==> src/rtl/adc_ctrl_pkg.sv <==
// Constants shared by the converter control block and its sequencer.
// Assumes a 32-bit classic Wishbone bus with byte addressing.
package adc_ctrl_pkg;

  localparam int          ADDR_W               = 8;
  localparam int          DATA_W               = 32;

  // Register indices; byte address is four times the index
  localparam logic [7:0]  ADC_STATUS_CONTROL_IDX = 8'h38;
  localparam logic [7:0]  ADC_RESULT_IDX         = 8'h39;
  localparam logic [7:0]  ADC_CLOCK_SELECT_IDX   = 8'h3A;

  // Status and control fields
  localparam int          DONE_FLAG_BIT        = 7;
  localparam int          IRQ_EN_BIT           = 6;
  localparam int          CONT_BIT             = 5;
  localparam int          CHAN_LSB             = 0;
  localparam int          CHAN_W               = 5;

  // Clock select fields
  localparam int          PRESCALE_LSB         = 5;
  localparam int          PRESCALE_W           = 3;
  localparam int          SRC_BIT              = 4;

  // Reset values
  localparam logic [4:0]  CHAN_RESET           = 5'h1F;
  localparam logic [2:0]  PRESCALE_RESET       = 3'h0;
  localparam logic        SRC_RESET            = 1'b0;

  // Channel codes
  localparam logic [4:0]  CHAN_PORT_B_LAST     = 5'h07;
  localparam logic [4:0]  CHAN_PORT_D_FIRST    = 5'h08;
  localparam logic [4:0]  CHAN_PORT_D_LAST     = 5'h0E;
  localparam logic [4:0]  CHAN_REF_HIGH        = 5'h1D;
  localparam logic [4:0]  CHAN_REF_LOW         = 5'h1E;
  localparam logic [4:0]  CHAN_POWER_OFF       = 5'h1F;

  // One conversion spans this many conversion clocks
  localparam int          CONV_CLOCKS          = 16;
  localparam logic [3:0]  CONV_LAST_STEP       = 4'hF;

  typedef enum logic [1:0] {
    ST_IDLE,
    ST_ARMED,
    ST_CONVERT
  } conv_state_e;

endpackage

==> src/rtl/adc_sar_core.sv <==
// Successive-approximation sequencer: one trial bit per two conversion clocks.
// Assumes conv_tick is a one-cycle pulse and comparator is already synchronised.
// Each conversion clock should span three or more bus clocks, or the comparator lags the trial.
`timescale 1ns/1ps
`default_nettype none
module adc_sar_core (
  input  wire logic       clk,
  input  wire logic       rst,
  input  wire logic       ce,
  input  wire logic       conv_tick,
  input  wire logic       begin_conv,
  input  wire logic       abort,
  input  wire logic       comparator,
  output logic            busy,
  output logic            done,
  output logic [7:0]      result,
  output logic [7:0]      trial_code
);
  import adc_ctrl_pkg::*;

  typedef struct packed {
    logic       busy;
    logic       done;
    logic [3:0] step;
    logic [7:0] trial;
    logic [7:0] result;
  } sar_s;

  sar_s r, r_nxt;

  always_comb begin
    logic [2:0] idx;
    logic [7:0] mask;
    logic [7:0] kept;
    idx   = 3'd7 - r.step[3:1];
    mask  = 8'h01 << idx;
    kept  = comparator ? r.trial : (r.trial & ~mask);
    r_nxt = r;
    r_nxt.done = 1'b0;
    if (rst) begin
      r_nxt.busy  = 1'b0;
      r_nxt.step  = 4'h0;
      r_nxt.trial = 8'h00;
    end else if (abort) begin
      r_nxt.busy  = 1'b0;
      r_nxt.step  = 4'h0;
    end else if (begin_conv) begin
      // The starting tick is the first of the sixteen
      r_nxt.busy  = 1'b1;
      r_nxt.step  = 4'h1;
      r_nxt.trial = 8'h80;
    end else if (r.busy && conv_tick) begin
      r_nxt.step = r.step + 4'h1;
      if (r.step[0]) begin
        if (idx == 3'd0) begin
          r_nxt.result = kept;
          r_nxt.done   = 1'b1;
          r_nxt.busy   = 1'b0;
          r_nxt.trial  = kept;
        end else begin
          r_nxt.trial = kept | (mask >> 1);
        end
      end
    end
  end

  // Result is left out of reset on purpose
  always_ff @(posedge clk) begin
    if (rst || ce) begin
      r <= r_nxt;
    end
  end

  assign busy       = r.busy;
  assign done       = r.done;
  assign result     = r.result;
  assign trial_code = r.trial;

  a_done_last_step : assert property (
    @(posedge clk) disable iff (rst)
    (ce && r.busy && conv_tick && !abort && !begin_conv && r.step == CONV_LAST_STEP)
    |=> done)
    else $error("conversion did not end on its sixteenth clock");

  a_abort_stops : assert property (
    @(posedge clk) disable iff (rst)
    (ce && abort) |=> (!busy && !done))
    else $error("abort left the sequencer running");

endmodule // adc_sar_core
`default_nettype wire

==> src/rtl/adc_control_registers.sv <==
// Control, clocking and register file of an 8-bit successive-approximation converter.
// Assumes a classic Wishbone master on clk; oscillator and comparator come from pins.
// Behaviour
// - With interrupts disabled, done flag bit 7 sets on each finished conversion.
// - Status write, result read or reset clears the done flag.
// - With interrupts enabled the done flag never sets.
// - Enable bit 6 raises interrupt per conversion; result read or status write drops it.
// - Continuous bit 5 repeats conversions; cleared means one conversion only.
// - Reset loads channel ones, clears flag, interrupt enable and continuous.
// - Channel codes 0-7 select port B inputs, 8-14 port D inputs.
// - Codes 0F-1A and 1C unused with unknown result; 1B reserved.
// - Codes 1D and 1E route high and low reference nodes.
// - All-ones channel code powers the converter off.
// - Read-only 8-bit result rewritten per conversion, kept through reset.
// - Conversion clock comes from selected source through 3-bit prescaler.
// - Prescaler divides by 1, 2, 4, 8, or 16 when top bit set.
// - Source bit 4 picks bus clock when one, oscillator when zero.
// - A conversion takes sixteen clocks, starting on first tick after status write.
// - Continuous mode overwrites the previous result, read or not.
// - Stop mode aborts a conversion; converting resumes after stop ends.
//
// Implementation choice: the Wishbone register port.
`timescale 1ns/1ps
`default_nettype none
module adc_control_registers (
  input  wire logic                         clk,
  input  wire logic                         rst,
  input  wire logic                         ce,
  input  wire logic                         wb_cyc_i,
  input  wire logic                         wb_stb_i,
  input  wire logic                         wb_we_i,
  input  wire logic [adc_ctrl_pkg::ADDR_W-1:0] wb_adr_i,
  input  wire logic [3:0]                   wb_sel_i,
  input  wire logic [adc_ctrl_pkg::DATA_W-1:0] wb_dat_i,
  output logic [adc_ctrl_pkg::DATA_W-1:0]   wb_dat_o,
  output logic                              wb_ack_o,
  input  wire logic                         oscillator_clock,
  input  wire logic                         comparator_in,
  input  wire logic                         stop_mode,
  output logic [7:0]                        port_b_select,
  output logic [6:0]                        port_d_select,
  output logic                              high_reference_select,
  output logic                              low_reference_select,
  output logic                              converter_power_on,
  output logic [7:0]                        trial_code,
  output logic                              done_irq
);
  import adc_ctrl_pkg::*;

  typedef struct packed {
    logic                ack;
    logic [DATA_W-1:0]   rdata;
    logic                conversion_done_flag;
    logic                done_interrupt_enable;
    logic                continuous_convert;
    logic [CHAN_W-1:0]   channel_select;
    logic [PRESCALE_W-1:0] clock_prescale;
    logic                input_clock_source;
    logic [7:0]          result;
    logic                irq;
    logic [3:0]          div_cnt;
    logic                osc_s1;
    logic                osc_s2;
    logic                osc_s3;
    logic                cmp_s1;
    logic                cmp_s2;
    conv_state_e         state;
  } ctrl_s;

  ctrl_s r, r_nxt;

  logic       core_busy;
  logic       core_done;
  logic [7:0] core_result;
  logic       src_tick;
  logic       conv_tick;
  logic       div_wrap;
  logic       begin_conv;
  logic       abort_conv;
  logic       bus_req;
  logic       bus_hit;
  logic       wr_status;
  logic       wr_clock;
  logic       rd_result;

  function automatic logic [ADDR_W-1:0] reg_addr(input logic [7:0] idx);
    reg_addr = {idx[5:0], 2'b00};
  endfunction

  // Divide ratio minus one
  function automatic logic [3:0] prescale_limit(input logic [2:0] code);
    if (code[2]) begin
      prescale_limit = 4'hF;
    end else begin
      case (code[1:0])
        2'b00:   prescale_limit = 4'h0;
        2'b01:   prescale_limit = 4'h1;
        2'b10:   prescale_limit = 4'h3;
        default: prescale_limit = 4'h7;
      endcase
    end
  endfunction

  function automatic logic [7:0] status_value(input ctrl_s s);
    status_value = {s.conversion_done_flag, s.done_interrupt_enable,
                    s.continuous_convert, s.channel_select};
  endfunction

  assign bus_req   = wb_cyc_i && wb_stb_i && !r.ack;
  // Effects land on the edge where the master samples ack
  assign bus_hit   = wb_cyc_i && wb_stb_i && r.ack;
  assign wr_status = bus_hit && wb_we_i && wb_sel_i[0] &&
                     wb_adr_i == reg_addr(ADC_STATUS_CONTROL_IDX);
  assign wr_clock  = bus_hit && wb_we_i && wb_sel_i[0] &&
                     wb_adr_i == reg_addr(ADC_CLOCK_SELECT_IDX);
  assign rd_result = bus_hit && !wb_we_i && wb_adr_i == reg_addr(ADC_RESULT_IDX);

  // Oscillator edges are counted only after two synchroniser stages
  assign src_tick  = r.input_clock_source ? 1'b1 : (r.osc_s2 && !r.osc_s3);
  // Wrapping at or past the limit keeps ticks coming after a smaller ratio is written
  assign div_wrap  = (r.div_cnt >= prescale_limit(r.clock_prescale));
  assign conv_tick = src_tick && div_wrap;

  assign abort_conv = wr_status || stop_mode;
  assign begin_conv = (r.state == ST_ARMED) && conv_tick && !stop_mode && !wr_status;

  always_comb begin
    r_nxt = r;
    r_nxt.osc_s1 = oscillator_clock;
    r_nxt.osc_s2 = r.osc_s1;
    r_nxt.osc_s3 = r.osc_s2;
    r_nxt.cmp_s1 = comparator_in;
    r_nxt.cmp_s2 = r.cmp_s1;
    r_nxt.ack    = bus_req;

    if (bus_req) begin
      case (wb_adr_i)
        reg_addr(ADC_STATUS_CONTROL_IDX): r_nxt.rdata = {24'h000000, status_value(r)};
        reg_addr(ADC_RESULT_IDX):         r_nxt.rdata = {24'h000000, r.result};
        reg_addr(ADC_CLOCK_SELECT_IDX):   r_nxt.rdata = {24'h000000, r.clock_prescale,
                                                         r.input_clock_source, 4'h0};
        default:                          r_nxt.rdata = 32'h00000000;
      endcase
    end

    if (src_tick) begin
      if (div_wrap) begin
        r_nxt.div_cnt = 4'h0;
      end else begin
        r_nxt.div_cnt = r.div_cnt + 4'h1;
      end
    end

    if (wr_clock) begin
      r_nxt.clock_prescale     = wb_dat_i[PRESCALE_LSB +: PRESCALE_W];
      r_nxt.input_clock_source = wb_dat_i[SRC_BIT];
    end

    // Clears first, so a completion in the same cycle wins
    if (wr_status || rd_result) begin
      r_nxt.conversion_done_flag = 1'b0;
      r_nxt.irq                  = 1'b0;
    end

    if (wr_status) begin
      r_nxt.done_interrupt_enable = wb_dat_i[IRQ_EN_BIT];
      r_nxt.continuous_convert    = wb_dat_i[CONT_BIT];
      r_nxt.channel_select        = wb_dat_i[CHAN_LSB +: CHAN_W];
      // Power-off code arms nothing
      if (wb_dat_i[CHAN_LSB +: CHAN_W] == CHAN_POWER_OFF) begin
        r_nxt.state = ST_IDLE;
      end else begin
        r_nxt.state = ST_ARMED;
      end
    end else begin
      case (r.state)
        ST_ARMED: begin
          if (begin_conv) begin
            r_nxt.state = ST_CONVERT;
          end
        end
        ST_CONVERT: begin
          if (stop_mode) begin
            r_nxt.state = ST_ARMED;
          end else if (core_done) begin
            r_nxt.state = r.continuous_convert ? ST_ARMED : ST_IDLE;
          end
        end
        default: r_nxt.state = r.state;
      endcase
    end

    if (core_done) begin
      r_nxt.result = core_result;
      if (r.done_interrupt_enable) begin
        r_nxt.irq = 1'b1;
      end else begin
        r_nxt.conversion_done_flag = 1'b1;
      end
    end

    if (rst) begin
      r_nxt.ack                   = 1'b0;
      r_nxt.rdata                 = 32'h00000000;
      r_nxt.conversion_done_flag  = 1'b0;
      r_nxt.done_interrupt_enable = 1'b0;
      r_nxt.continuous_convert    = 1'b0;
      r_nxt.channel_select        = CHAN_RESET;
      r_nxt.clock_prescale        = PRESCALE_RESET;
      r_nxt.input_clock_source    = SRC_RESET;
      r_nxt.irq                   = 1'b0;
      r_nxt.div_cnt               = 4'h0;
      r_nxt.osc_s1                = 1'b0;
      r_nxt.osc_s2                = 1'b0;
      r_nxt.osc_s3                = 1'b0;
      r_nxt.cmp_s1                = 1'b0;
      r_nxt.cmp_s2                = 1'b0;
      r_nxt.state                 = ST_IDLE;
      r_nxt.result                = r.result;
    end
  end

  always_ff @(posedge clk) begin
    if (rst || ce) begin
      r <= r_nxt;
    end
  end

  adc_sar_core u_sar (
    .clk        (clk),
    .rst        (rst),
    .ce         (ce),
    .conv_tick  (conv_tick),
    .begin_conv (begin_conv),
    .abort      (abort_conv),
    .comparator (r.cmp_s2),
    .busy       (core_busy),
    .done       (core_done),
    .result     (core_result),
    .trial_code (trial_code)
  );

  // Codes 0F-1C select nothing; their conversions are meaningless
  always_comb begin
    port_b_select = 8'h00;
    port_d_select = 7'h00;
    if (r.channel_select <= CHAN_PORT_B_LAST) begin
      port_b_select[r.channel_select[2:0]] = 1'b1;
    end else if (r.channel_select <= CHAN_PORT_D_LAST) begin
      port_d_select[r.channel_select[2:0]] = 1'b1;
    end
  end

  assign high_reference_select = (r.channel_select == CHAN_REF_HIGH);
  assign low_reference_select  = (r.channel_select == CHAN_REF_LOW);
  assign converter_power_on    = (r.channel_select != CHAN_POWER_OFF);
  assign done_irq              = r.irq;
  assign wb_ack_o              = r.ack;
  assign wb_dat_o              = r.rdata;

  a_flag_on_done : assert property (
    @(posedge clk) disable iff (rst)
    (ce && core_done && !r.done_interrupt_enable) |=> r.conversion_done_flag)
    else $error("done flag missed a completion");

  a_flag_clear : assert property (
    @(posedge clk) disable iff (rst)
    (ce && (wr_status || rd_result) && !core_done) |=> !r.conversion_done_flag && !done_irq)
    else $error("flag or interrupt survived a clearing access");

  a_flag_quiet_ien : assert property (
    @(posedge clk) disable iff (rst)
    (ce && r.done_interrupt_enable && !r.conversion_done_flag && !wr_status)
    |=> !r.conversion_done_flag)
    else $error("done flag set while interrupts enabled");

  a_irq_on_done : assert property (
    @(posedge clk) disable iff (rst)
    (ce && core_done && r.done_interrupt_enable) |=> done_irq)
    else $error("interrupt not raised on completion");

  a_single_idle : assert property (
    @(posedge clk) disable iff (rst)
    (ce && core_done && !r.continuous_convert && !wr_status && !stop_mode)
    |=> (r.state == ST_IDLE) ##1 !core_busy)
    else $error("single conversion did not go idle");

  a_reset_values : assert property (
    @(posedge clk)
    rst |=> (r.channel_select == CHAN_RESET && !r.conversion_done_flag &&
             !r.done_interrupt_enable && !r.continuous_convert && !done_irq))
    else $error("wrong values after reset");

  a_src_reset : assert property (
    @(posedge clk)
    rst |=> (!r.input_clock_source && r.clock_prescale == PRESCALE_RESET))
    else $error("clock source not oscillator after reset");

  a_power_off : assert property (
    @(posedge clk) disable iff (rst)
    (r.channel_select == CHAN_POWER_OFF) |-> (!converter_power_on &&
      port_b_select == 8'h00 && port_d_select == 7'h00))
    else $error("converter powered in power-off code");

  a_result_store : assert property (
    @(posedge clk) disable iff (rst)
    (ce && core_done) |=> (r.result == $past(core_result)))
    else $error("result not stored on completion");

  a_stop_abort : assert property (
    @(posedge clk) disable iff (rst)
    (ce && stop_mode && r.state == ST_CONVERT) |=> (r.state == ST_ARMED && !core_busy))
    else $error("stop did not abort the conversion");

  a_begin_on_tick : assert property (
    @(posedge clk) disable iff (rst)
    (ce && r.state == ST_ARMED && conv_tick && !stop_mode && !wr_status)
    |=> (r.state == ST_CONVERT && core_busy))
    else $error("armed conversion did not start on its tick");

  a_cont_rearm : assert property (
    @(posedge clk) disable iff (rst)
    (ce && core_done && r.continuous_convert && !wr_status && !stop_mode)
    |=> (r.state == ST_ARMED))
    else $error("continuous mode did not rearm");

  a_chan_onehot : assert property (
    @(posedge clk) disable iff (rst)
    $onehot0({port_b_select, port_d_select, high_reference_select, low_reference_select}))
    else $error("more than one analog input selected");

  a_irq_quiet_off : assert property (
    @(posedge clk) disable iff (rst)
    (ce && !r.done_interrupt_enable && !done_irq) |=> !done_irq)
    else $error("interrupt raised while disabled");

  a_prescale_write : assert property (
    @(posedge clk) disable iff (rst)
    (ce && wr_clock) |=> (r.clock_prescale == $past(wb_dat_i[PRESCALE_LSB +: PRESCALE_W]) &&
      r.input_clock_source == $past(wb_dat_i[SRC_BIT])))
    else $error("clock select write not stored");

endmodule // adc_control_registers
`default_nettype wire

==> config.mk <==
export PLATFORM = sky130hd
export DESIGN_NAME = adc_control_registers
export DESIGN_NICKNAME = d
export VERILOG_FILES = /design/src/rtl/adc_ctrl_pkg.sv /design/src/rtl/adc_sar_core.sv /design/src/rtl/adc_control_registers.sv
export SDC_FILE = /design/constraint.sdc
export NUM_CORES = 1
export LEC_CHECK = 0
export CORE_ASPECT_RATIO = 0.6
export CORE_MARGIN = 2
export CORE_UTILIZATION = 57
export DETAILED_ROUTE_END_ITERATION = 10
export DONT_BUFFER_PORTS = 1
export GPL_ROUTABILITY_DRIVEN = 0
export PLACE_DENSITY = 0.71
export SYNTH_ARGS = -nofsm -noshare
export SYNTH_HDL_FRONTEND = slang
export SYNTH_SLANG_ARGS = --single-unit
==> constraint.sdc <==
create_clock -name clk -period 2.8 [get_ports clk]
set_input_delay 0.14 -clock clk [delete_from_list [all_inputs] [get_ports clk]]
set_output_delay 0.14 -clock clk [all_outputs]
set_load 0.02 [all_outputs]
Word level (Yosys, flattened, before mapping)
Index checks and enable logic that the tools add are counted.

Bits in registers: 87. Word-level logic and storage cells: 141.

Bitwise operators: 8. Mux-type cells: 38. Shift operators: 1. Reduce and logical (&&, ||, !) cells: 49. $add $sub $neg: 3. Magnitude comparators: 5. Eq/ne operators: 14.

Operators with widths (number): $mux W8 (5); $mux W16 (2); $mux W32 (1); $eq A8 B8 Y1 const B (3); $pmux W8 S3 (1); $mux W22 (1); $mux W7 (3); $logic_and A1 B1 Y1 (16); $mux W4 (4); $reduce_bool A4 Y1 (4); $eq A5 B5 Y1 const B (3); $mux W2 (6); $reduce_and A4 Y1 (3); $mux W1 (11); $reduce_and A2 Y1 (5); $mux W9 (1); $pmux W3 S3 (1); $add A4 B1 Y4 const B (2); $and A8 B8 Y8 (1); $not A8 Y8 (1); $or A8 B7 Y8 (1); $reduce_bool A2 Y1 (4); $shl A1 B3 Y8 const A (1); $reduce_and A7 Y1 (1); other kinds (24) (37).

Depth between registers and ports, before layout
Gate-level depths: netlist of run 1.

Depth after elaboration: 11. Mapped depth: 6. Mapped depth without buffers: 6.

Hierarchy
From an unflattened synthesis of run 1, not the netlist that was laid out.

Cells, all modules: 334. Area, all modules: 3554.7 µm².

Modules (own cells, without submodules): adc_control_registers (seq. area each 1231.2 µm², area each 2343.5 µm², cells an instance 223, instances 1); adc_sar_core (seq. area each 660.6 µm², area each 1211.2 µm², cells an instance 111, instances 1).

Worst setup path before layout of run 1
No wires, ideal clock.

Path type: register to register. Start: register r[23] in the netlist's numbering. End: register u_sar.r, in the netlist u_sar.result[0] (enable). Clock period less this slack: 2940 ps. Arrival time: 2546 ps. Setup slack: -140 ps. Required time: 2405 ps. Cell stages (with the launch flop): 7. Path buffers: 0. Path through: edfxtp_1 -> or3_1 -> ha_1 -> nand2b_1 -> a2111o_1 -> nand4b_1 -> nor4_1.

Word-level cells in the longest chain between the ends: 8.

RTL lines: start: declaration (RTL line adc_control_registers.sv:70) `ctrl_s r, r_nxt;`; start signal: assignment (RTL line adc_control_registers.sv:225) `r <= r_nxt;`; $mux W4 * (RTL line adc_control_registers.sv:92) `if (code[2]) begin`; $ge A4 B4 Y1 * (RTL line adc_control_registers.sv:121) `assign div_wrap = (r.div_cnt >= prescale_limit(r.clock_prescale));`; $logic_and A1 B1 Y1 * (RTL line adc_control_registers.sv:122) `assign conv_tick = src_tick && div_wrap;`; $logic_and A1 B1 Y1 (3 in series) (RTL line adc_control_registers.sv:125) `assign begin_conv = (r.state == ST_ARMED) && conv_tick && !stop_mode && !wr_status;`; $not A1 Y1 (no source line); $reduce_and A7 Y1 (no source line) *; end signal: assignment (RTL line adc_sar_core.sv:70) `r <= r_nxt;`; end: declaration (RTL line adc_sar_core.sv:29) `sar_s r, r_nxt;`.

Mark *: on every way between the ends. The rest lies on a longest branch, timed or not. A chain may end at the register's enable or synchronous reset.

Worst setup path in the final report of run 1
Start: register r[22] in the netlist's numbering. End: register u_sar.r, in the netlist u_sar.trial_code[1] (enable).

Word-level cells in the longest chain between the ends: 10.

RTL lines: $eq A2 B2 Y1, or another cell as far along (RTL line adc_control_registers.sv:95) `case (code[1:0])`; $pmux W3 S3 * (RTL line adc_control_registers.sv:95); $mux W4 * (RTL line adc_control_registers.sv:92); $ge A4 B4 Y1 * (RTL line adc_control_registers.sv:121); $logic_and A1 B1 Y1 * (RTL line adc_control_registers.sv:122); $logic_and A1 B1 Y1 (3 in series) (RTL line adc_control_registers.sv:125); $reduce_bool A3 Y1 (no source line); $reduce_and A4 Y1 (no source line) *.

Marked as above.

==> results.toml, run 1 <==
[worst_hold_path]
min-delay-start = "wb_dat_i[7]"
hold_path_class = "in2reg"
whs_path_depth = 1
holdPathEnd = "r[23]$_SDFFCE_PP0P_"

[drt]
postRouteAntennaNets = 0
first_pass_iters = 6
num_vias = 2409
drc = 0
routed_wl_mm = 7.15
first_iter_violations = 286
wire_per_inst_um = 17.2
viasPerCell = 5.79

[worst_setup_path]
r2r_end = "u_sar.trial_code[1]$_SDFFCE_PP0P_"
worstPathCellList = "or3_1, ha_1, nand2b_1, a2111o_1, nand4b_1, buf_4, o21ai_0, buf_4"
worstReg2RegStart = "r[22]$_SDFFCE_PP0P_"
cp.required_ns = 2.91
ff2ff_path_depth = 8
cp-start-kind = "flip-flop"
crit_arrival_ns = 2.68
rrSetupSlack_ns = 0.22
crit_path_end_kind = "flip-flop"
worstPathMaxFanout = 9
critPathKind = "reg2reg"
slowest_delay_ns = 0.42
worst_path_max_delay_cell = "edfxtp_1"
path_common_cell = "buf_4"

[die]
core_um2 = 6030
die_h_um = 64.7
pin_count = 113
die_area_um2 = 6800
start_util_pct = 58.0
die_x_um = 105
num_rows = 22

[logic_synthesis]
synth_area_um2 = 3500
ys_ff_latch = 63
yosys_warnings = 0
synth_edf_count = 63
yosysTopAreaCell = "edfxtp_1"
netlist.area_leader.share_pct = 54.1
synth_cell_types = 50
syn_area_per_cell_um2 = 11.0
ys.flop_type = "edfxtp_1"
async_reset_ff_share_pct = 0
synth_cells = 319
synthTopCellsByCount = "edfxtp_1 (63), buf_4 (41), nor2_1 (30)"
yosysSeqAreaShare_pct = 54.1
synth.most_common_cell = "edfxtp_1"
synth_area_leaders = "edfxtp_1 (54%), buf_4 (8.8%), nor2_1 (3.2%), ha_1 (2.9%), mux2i_1 (2.6%)"

[sta]
period_needed_ns = 2.58
finalSetupTns_ns = 0
slew_viol_final = 0
rsz0062_at_grt = "false"
skew_ns = 0.00915
relSlewSlack_pct = 48.4
finalHoldViolCount = 0
worst_pin_slew_ns = 0.771
setup_violations = 0
period_share_pct = 92.0
fmax_mhz = 388

[power]
powerDensity_nw_per_um2 = 633
worst_ir_drop_vdd_mv = 0.384
p_leak_nw = 1.39

[finish]
post-route-util_pct = 62.9
area_growth_pct = 8.44
nets = 388
fillers = 450
antenna_cells = 0
drive_gt1_share_pct = 10.8

[clock_tree]
htree_num_levels = 3
clock_latency_ns = 0.35
cts-root-buf = "clkbuf_8"
cts_buffer_depth = 2
cts_tree = "built"
cts.sinks = 63
cts.reportedPaths.clkPinSlew_ns = 0.08
cts_buffers = 9

[global_route]
grtUsageTotal_pct = 22.5
grt_pass1_wl_mm = 11.5
grt_antenna_before_repair = 0
grt_max_degree = 21
grt_pass1_vias = 2228
grt_overflow = 0

[job]
cap_violations = 0

[placed_design]
portBuffers = 0
hpwl_mm = 5.03

[status]
outcome = "finished, final reports clean"
cells by family after synthesis:
group	after synthesis	synth area share (%)
AND/OR/NAND/NOR	121	18.2
buffers and inverters	62	11.1
other	1	0.107
AO/OA/AOI/OAI	51	10.0
XOR/XNOR	4	1.00
flip-flops	63	54.1
adder cells (fa/ha/maj)	8	2.86
multiplexers	9	2.58
routing by layer:
layer,global-route usage [%],wire length [µm],part of all wire (%)
met5,0,0,0
met4,4.17,68,0.95
met3,7.75,515,7.2
met2,34.3,3180,44
met1,31.8,3390,47
final cells by class:
cell class,instances,area (µm²),area share [%]
well taps,84,105,2.77
clock inverters,7,103,2.70
inverters,13,48.8,1.29
multi-input cells,217,1320,34.8
clock buffers,9,124,3.27
flip-flops and latches,63,1890,49.9
repair buffers,23,203,5.34
power breakdown:
group | leakage (nW) | switching (W) | internal [W]
combinational | 0.646 | 0.000193 | 0.000124
clock | 0.111 | 0.000392 | 0.000511
sequential | 0.633 | 0.0000752 | 0.00111
sequential cells by signal, indices dropped and copies added, names as in the netlist:
signal,cells
wb_ack_o,1
u_sar.done,1
wb_dat_o,8
u_sar.busy,1
u_sar.r,4
u_sar.trial_code,8
u_sar.result,8
done_irq,1
r,31
worst max-delay path, delay by kind of cell, from the launching register on:
family,cells,cell delay [ns]
AND/OR/NAND/NOR,3,0.73
AO/OA/AOI/OAI,2,0.52
flip-flops,1,0.42
buffers and inverters,2,0.39
adder cells (fa/ha/maj),1,0.27
timing repair:
item / CTS / global route
gates resized for setup: 0 / 1
setup buffers: 0 / 0
endpoints found under the setup margin: 0 / 8
endpoints found under the hold margin: 26 / 0
hold buffers: 12 / 0
layout by cell type (no fill, tap or decap), types with 3 or more instances in the layout:
master          n
a211oi_1        4
a21boi_0        6
a21o_1          3
a21oi_1        12
and4_1          3
buf_4          11
clkbuf_8        9
conb_1         24
dlygate4sd3_1  12
edfxtp_1       63
ha_1            8
inv_1          13
inv_6           3
mux2i_1         9
nand2_1        16
nand2b_1        7
nand3_1         5
nor2_1         30
nor2b_1        13
nor3_1         18
nor4_1          8
o21ai_0         7
or2_2           6
per-stage QoR:
| step | worst slack (ns) | total power [W] | cells | hold WS [ns] | instance area, µm² |
|---|---|---|---|---|---|
| finish | 0.224 | 0.00240 | 416 | 0.00789 | 3790 |
| global route | 0.0354 | 0.00250 | 416 | 0.00927 | 3790 |
| CTS | 0.121 | 0.00241 | 416 | 0.00123 | 3780 |
| detailed placement | 0.152 | 0.00150 | 388 | 0.321 | 3440 |
| global placement | 0.212 | 0.00148 | 388 | 0.321 | 3440 |
| floorplan | 0.0802 | 0.00146 | 342 | 0.318 | 3590 |
worst max-delay path by stage:
stage | cells past startpoint | slack [ns] | startpoint | end
6_report | 8 | 0.22 | r[22]$_SDFFCE_PP0P_ | u_sar.trial_code[1]$_SDFFCE_PP0P_
5_1_grt | 7 | 0.04 | r[22]$_SDFFCE_PP0P_ | u_sar.trial_code[1]$_SDFFCE_PP0P_
4_1_cts | 6 | 0.12 | r[22]$_SDFFCE_PP0P_ | u_sar.result[6]$_DFFE_PP_
3_5_place_dp | 6 | 0.15 | r[22]$_SDFFCE_PP0P_ | u_sar.result[2]$_DFFE_PP_
3_3_place_gp | 6 | 0.21 | r[23]$_SDFFCE_PP0P_ | u_sar.result[0]$_DFFE_PP_
2_1_floorplan | 6 | 0.08 | r[23]$_SDFFCE_PP0P_ | u_sar.trial_code[0]$_SDFFCE_PP0P_
(Power assumes the default switching activity.)
==> run 2: changes to the inputs <==
==> constraint.sdc (replaced) <==
create_clock -name clk -period 2.3 [get_ports clk]
set_input_delay 0.115 -clock clk [delete_from_list [all_inputs] [get_ports clk]]
set_output_delay 0.115 -clock clk [all_outputs]
set_load 0.02 [all_outputs]
==> run 2 against run 1 <==
  * The flow now finishes with violations (setup timing)
  * Power up 23%
  * Via count up 2.2%
  * Critical path depth did not move
  * Count of clock-buffer cells in the layout unchanged
  * Sequential share of layout area fell by 2.3 points
  * First-iteration DRC count shrank 36%
  * Worst setup slack got worse by 0.25 ns
  * Non-clock buffer count grew 9
  * Flip-flop and latch count is the same
  * Largest cell class unchanged
  * Clock power grew 18%
  * Die area did not move
  * Hold slack better by 0.037 ns
==> results.toml, run 2 (same netlist as run 1, synthesis figures left out) <==
[global_route]
grt_pass1_vias = 2305
grt_antenna_before_repair = 0
grtUsageTotal_pct = 22.7
grt_overflow = 0
grt_max_degree = 21
grt_pass1_wl_mm = 11.6

[drt]
wire_per_inst_um = 17.8
route.met2.wl_mm = 3.58
first_pass_iters = 4
routed_wl_mm = 7.56
drc = 0
first_iter_violations = 184
top_layer_used = "met4"
route.met3.wl_um = 754
wl_met1_mm = 3.20
viasPerCell = 5.79
num_vias = 2462
postRouteAntennaNets = 0

[clock_tree]
htree_num_levels = 3
cts.sinks = 63
clock_latency_ns = 0.35
cts_buffers = 9
cts_buffer_depth = 2
cts-root-buf = "clkbuf_8"
cts_tree = "built"
cts.reportedPaths.clkPinSlew_ns = 0.07

[worst_setup_path]
critPathKind = "reg2reg"
cp.required_ns = 2.38
crit_arrival_ns = 2.41
cp-start-kind = "flip-flop"
crit_path_end_kind = "flip-flop"
worstPathMaxFanout = 7

[power]
powerDensity_nw_per_um2 = 746
comb_power_share_pct = 15.8
switching_share_pct = 27.6
worst_ir_drop_vdd_mv = 0.438
power_frac_seq_pct = 48.3
clock_power_share_pct = 36.0
power_w = 0.00297
p_int_w = 0.00215
power_switching_w = 0.000818
p_leak_nw = 1.45

[sta]
period_share_pct = 101
finalHoldViolCount = 0
setup_violations = 22
period_needed_ns = 2.33
worst_pin_slew_ns = 0.865
finalSetupTns_ns = -0.300
fmax_mhz = 429
relSlewSlack_pct = 42.2
skew_ns = 0.00440
finalWorstSetupSlack_ns = -0.0295
rsz0062_at_grt = "true"
slew_viol_final = 0

[finish]
fillers = 442
area_growth_pct = 13.7
drive_gt1_share_pct = 17.6
nets = 397
antenna_cells = 0
largest_reg_flops = 31
final_common_cell = "edfxtp_1"
mostFrequentLayoutCells = "edfxtp_1 (63), nor2_1 (30), conb_1 (24)"
regMostFlops = "r"

[die]
num_rows = 22
pin_count = 113
die_area_um2 = 6800
start_util_pct = 58.0
die_x_um = 105
core_um2 = 6030
die_h_um = 64.7

[status]
outcome = "finished with violations"
violations = "setup timing"

[worst_hold_path]
hold_path_class = "in2reg"

[placed_design]
portBuffers = 0
hpwl_mm = 5.18

[job]
cap_violations = 0
## run 2: cell count changes in the layout (fill, tap and decap cells not counted), sizes merged
| cell | previous run | this run |
|---|---|---|
| clkinv | 1 | 3 |
| inv | 16 | 13 |
| dlygate4sd3 | 12 | 13 |
| clkinvlp | 1 | 2 |
| buf | 11 | 19 |
## run 2: timing repair
item / in CTS / in global routing
setup buffers: 2 / 0
endpoints found under the hold margin: 26 / 0
cloned: 0 / 0
endpoints found under the setup margin: 33 / 40
hold buffers: 13 / 0
pin swaps: 1 / 7
resized for setup: 8 / 15
## run 2: worst max-delay path, stage by stage, from the launching register on
cell and delay, ns:
edfxtp_1 0.40, or3_4 0.42, ha_4 0.22, nand2b_4 0.13
a2111o_1 0.44, buf_6 0.14, nand4_1 0.11, buf_6 0.15
a2111oi_2 0.05
## run 2: area by class of cell
type                       count  area (µm²)  share of cell area (%)
tap                           84         105                    2.64
clock buffer                   9         124                    3.11
sequential                    63        1890                    47.5
inverter                      13        48.8                    1.23
multi-input combinational    217        1420                    35.7
timing repair buffer          32         292                    7.33
clock inverter                 7        97.6                    2.45
## run 2: final timing paths
kind / from / endpoint / slack, ns / depth (start not counted)
max: r[22]$_SDFFCE_PP0P_ / u_sar.trial_code[3]$_SDFFCE_PP0P_ / -0.03 / 8
min: wb_stb_i / wb_ack_o$_SDFFCE_PP0N_ / 0.05 / 2
max reg2reg: r[22]$_SDFFCE_PP0P_ / u_sar.trial_code[3]$_SDFFCE_PP0P_ / -0.03 / 8
min reg2reg: u_sar.result[2]$_DFFE_PP_ / r[14]$_DFFE_PP_ / 0.42 / 0
## run 2: stage by stage
stage,setup WS [ns],area (µm²),cells,hold WS [ns],util [%]
floorplan,-0.116,3600,342,0.293,-
global placement,-0.0446,3500,394,0.296,58.0
detailed placement,-0.0780,3500,394,0.296,58.0
CTS,-0.0270,3900,425,0.0374,64.7
global route,-0.0935,3980,425,0.0541,66.0
finish,-0.0295,3980,425,0.0450,66.0
## run 2: routing by layer
| metal | vias up | track usage, % |
|---|---|---|
| li1 | 1138 | - |
| met5 | - | 0 |
| met2 | 120 | 35.2 |
| met3 | 4 | 6.94 |
| met1 | 1200 | 30.6 |
| met4 | 0 | 7.67 |
## run 2: power groups by stage
stage	logic, W	clock network, W	registers [W]
2_1_floorplan	0.000360	0	0.00142
3_3_place_gp	0.000372	0	0.00145
3_5_place_dp	0.000386	0	0.00146
4_1_cts	0.000423	0.00108	0.00143
5_1_grt	0.000518	0.00112	0.00144
6_report	0.000467	0.00107	0.00143
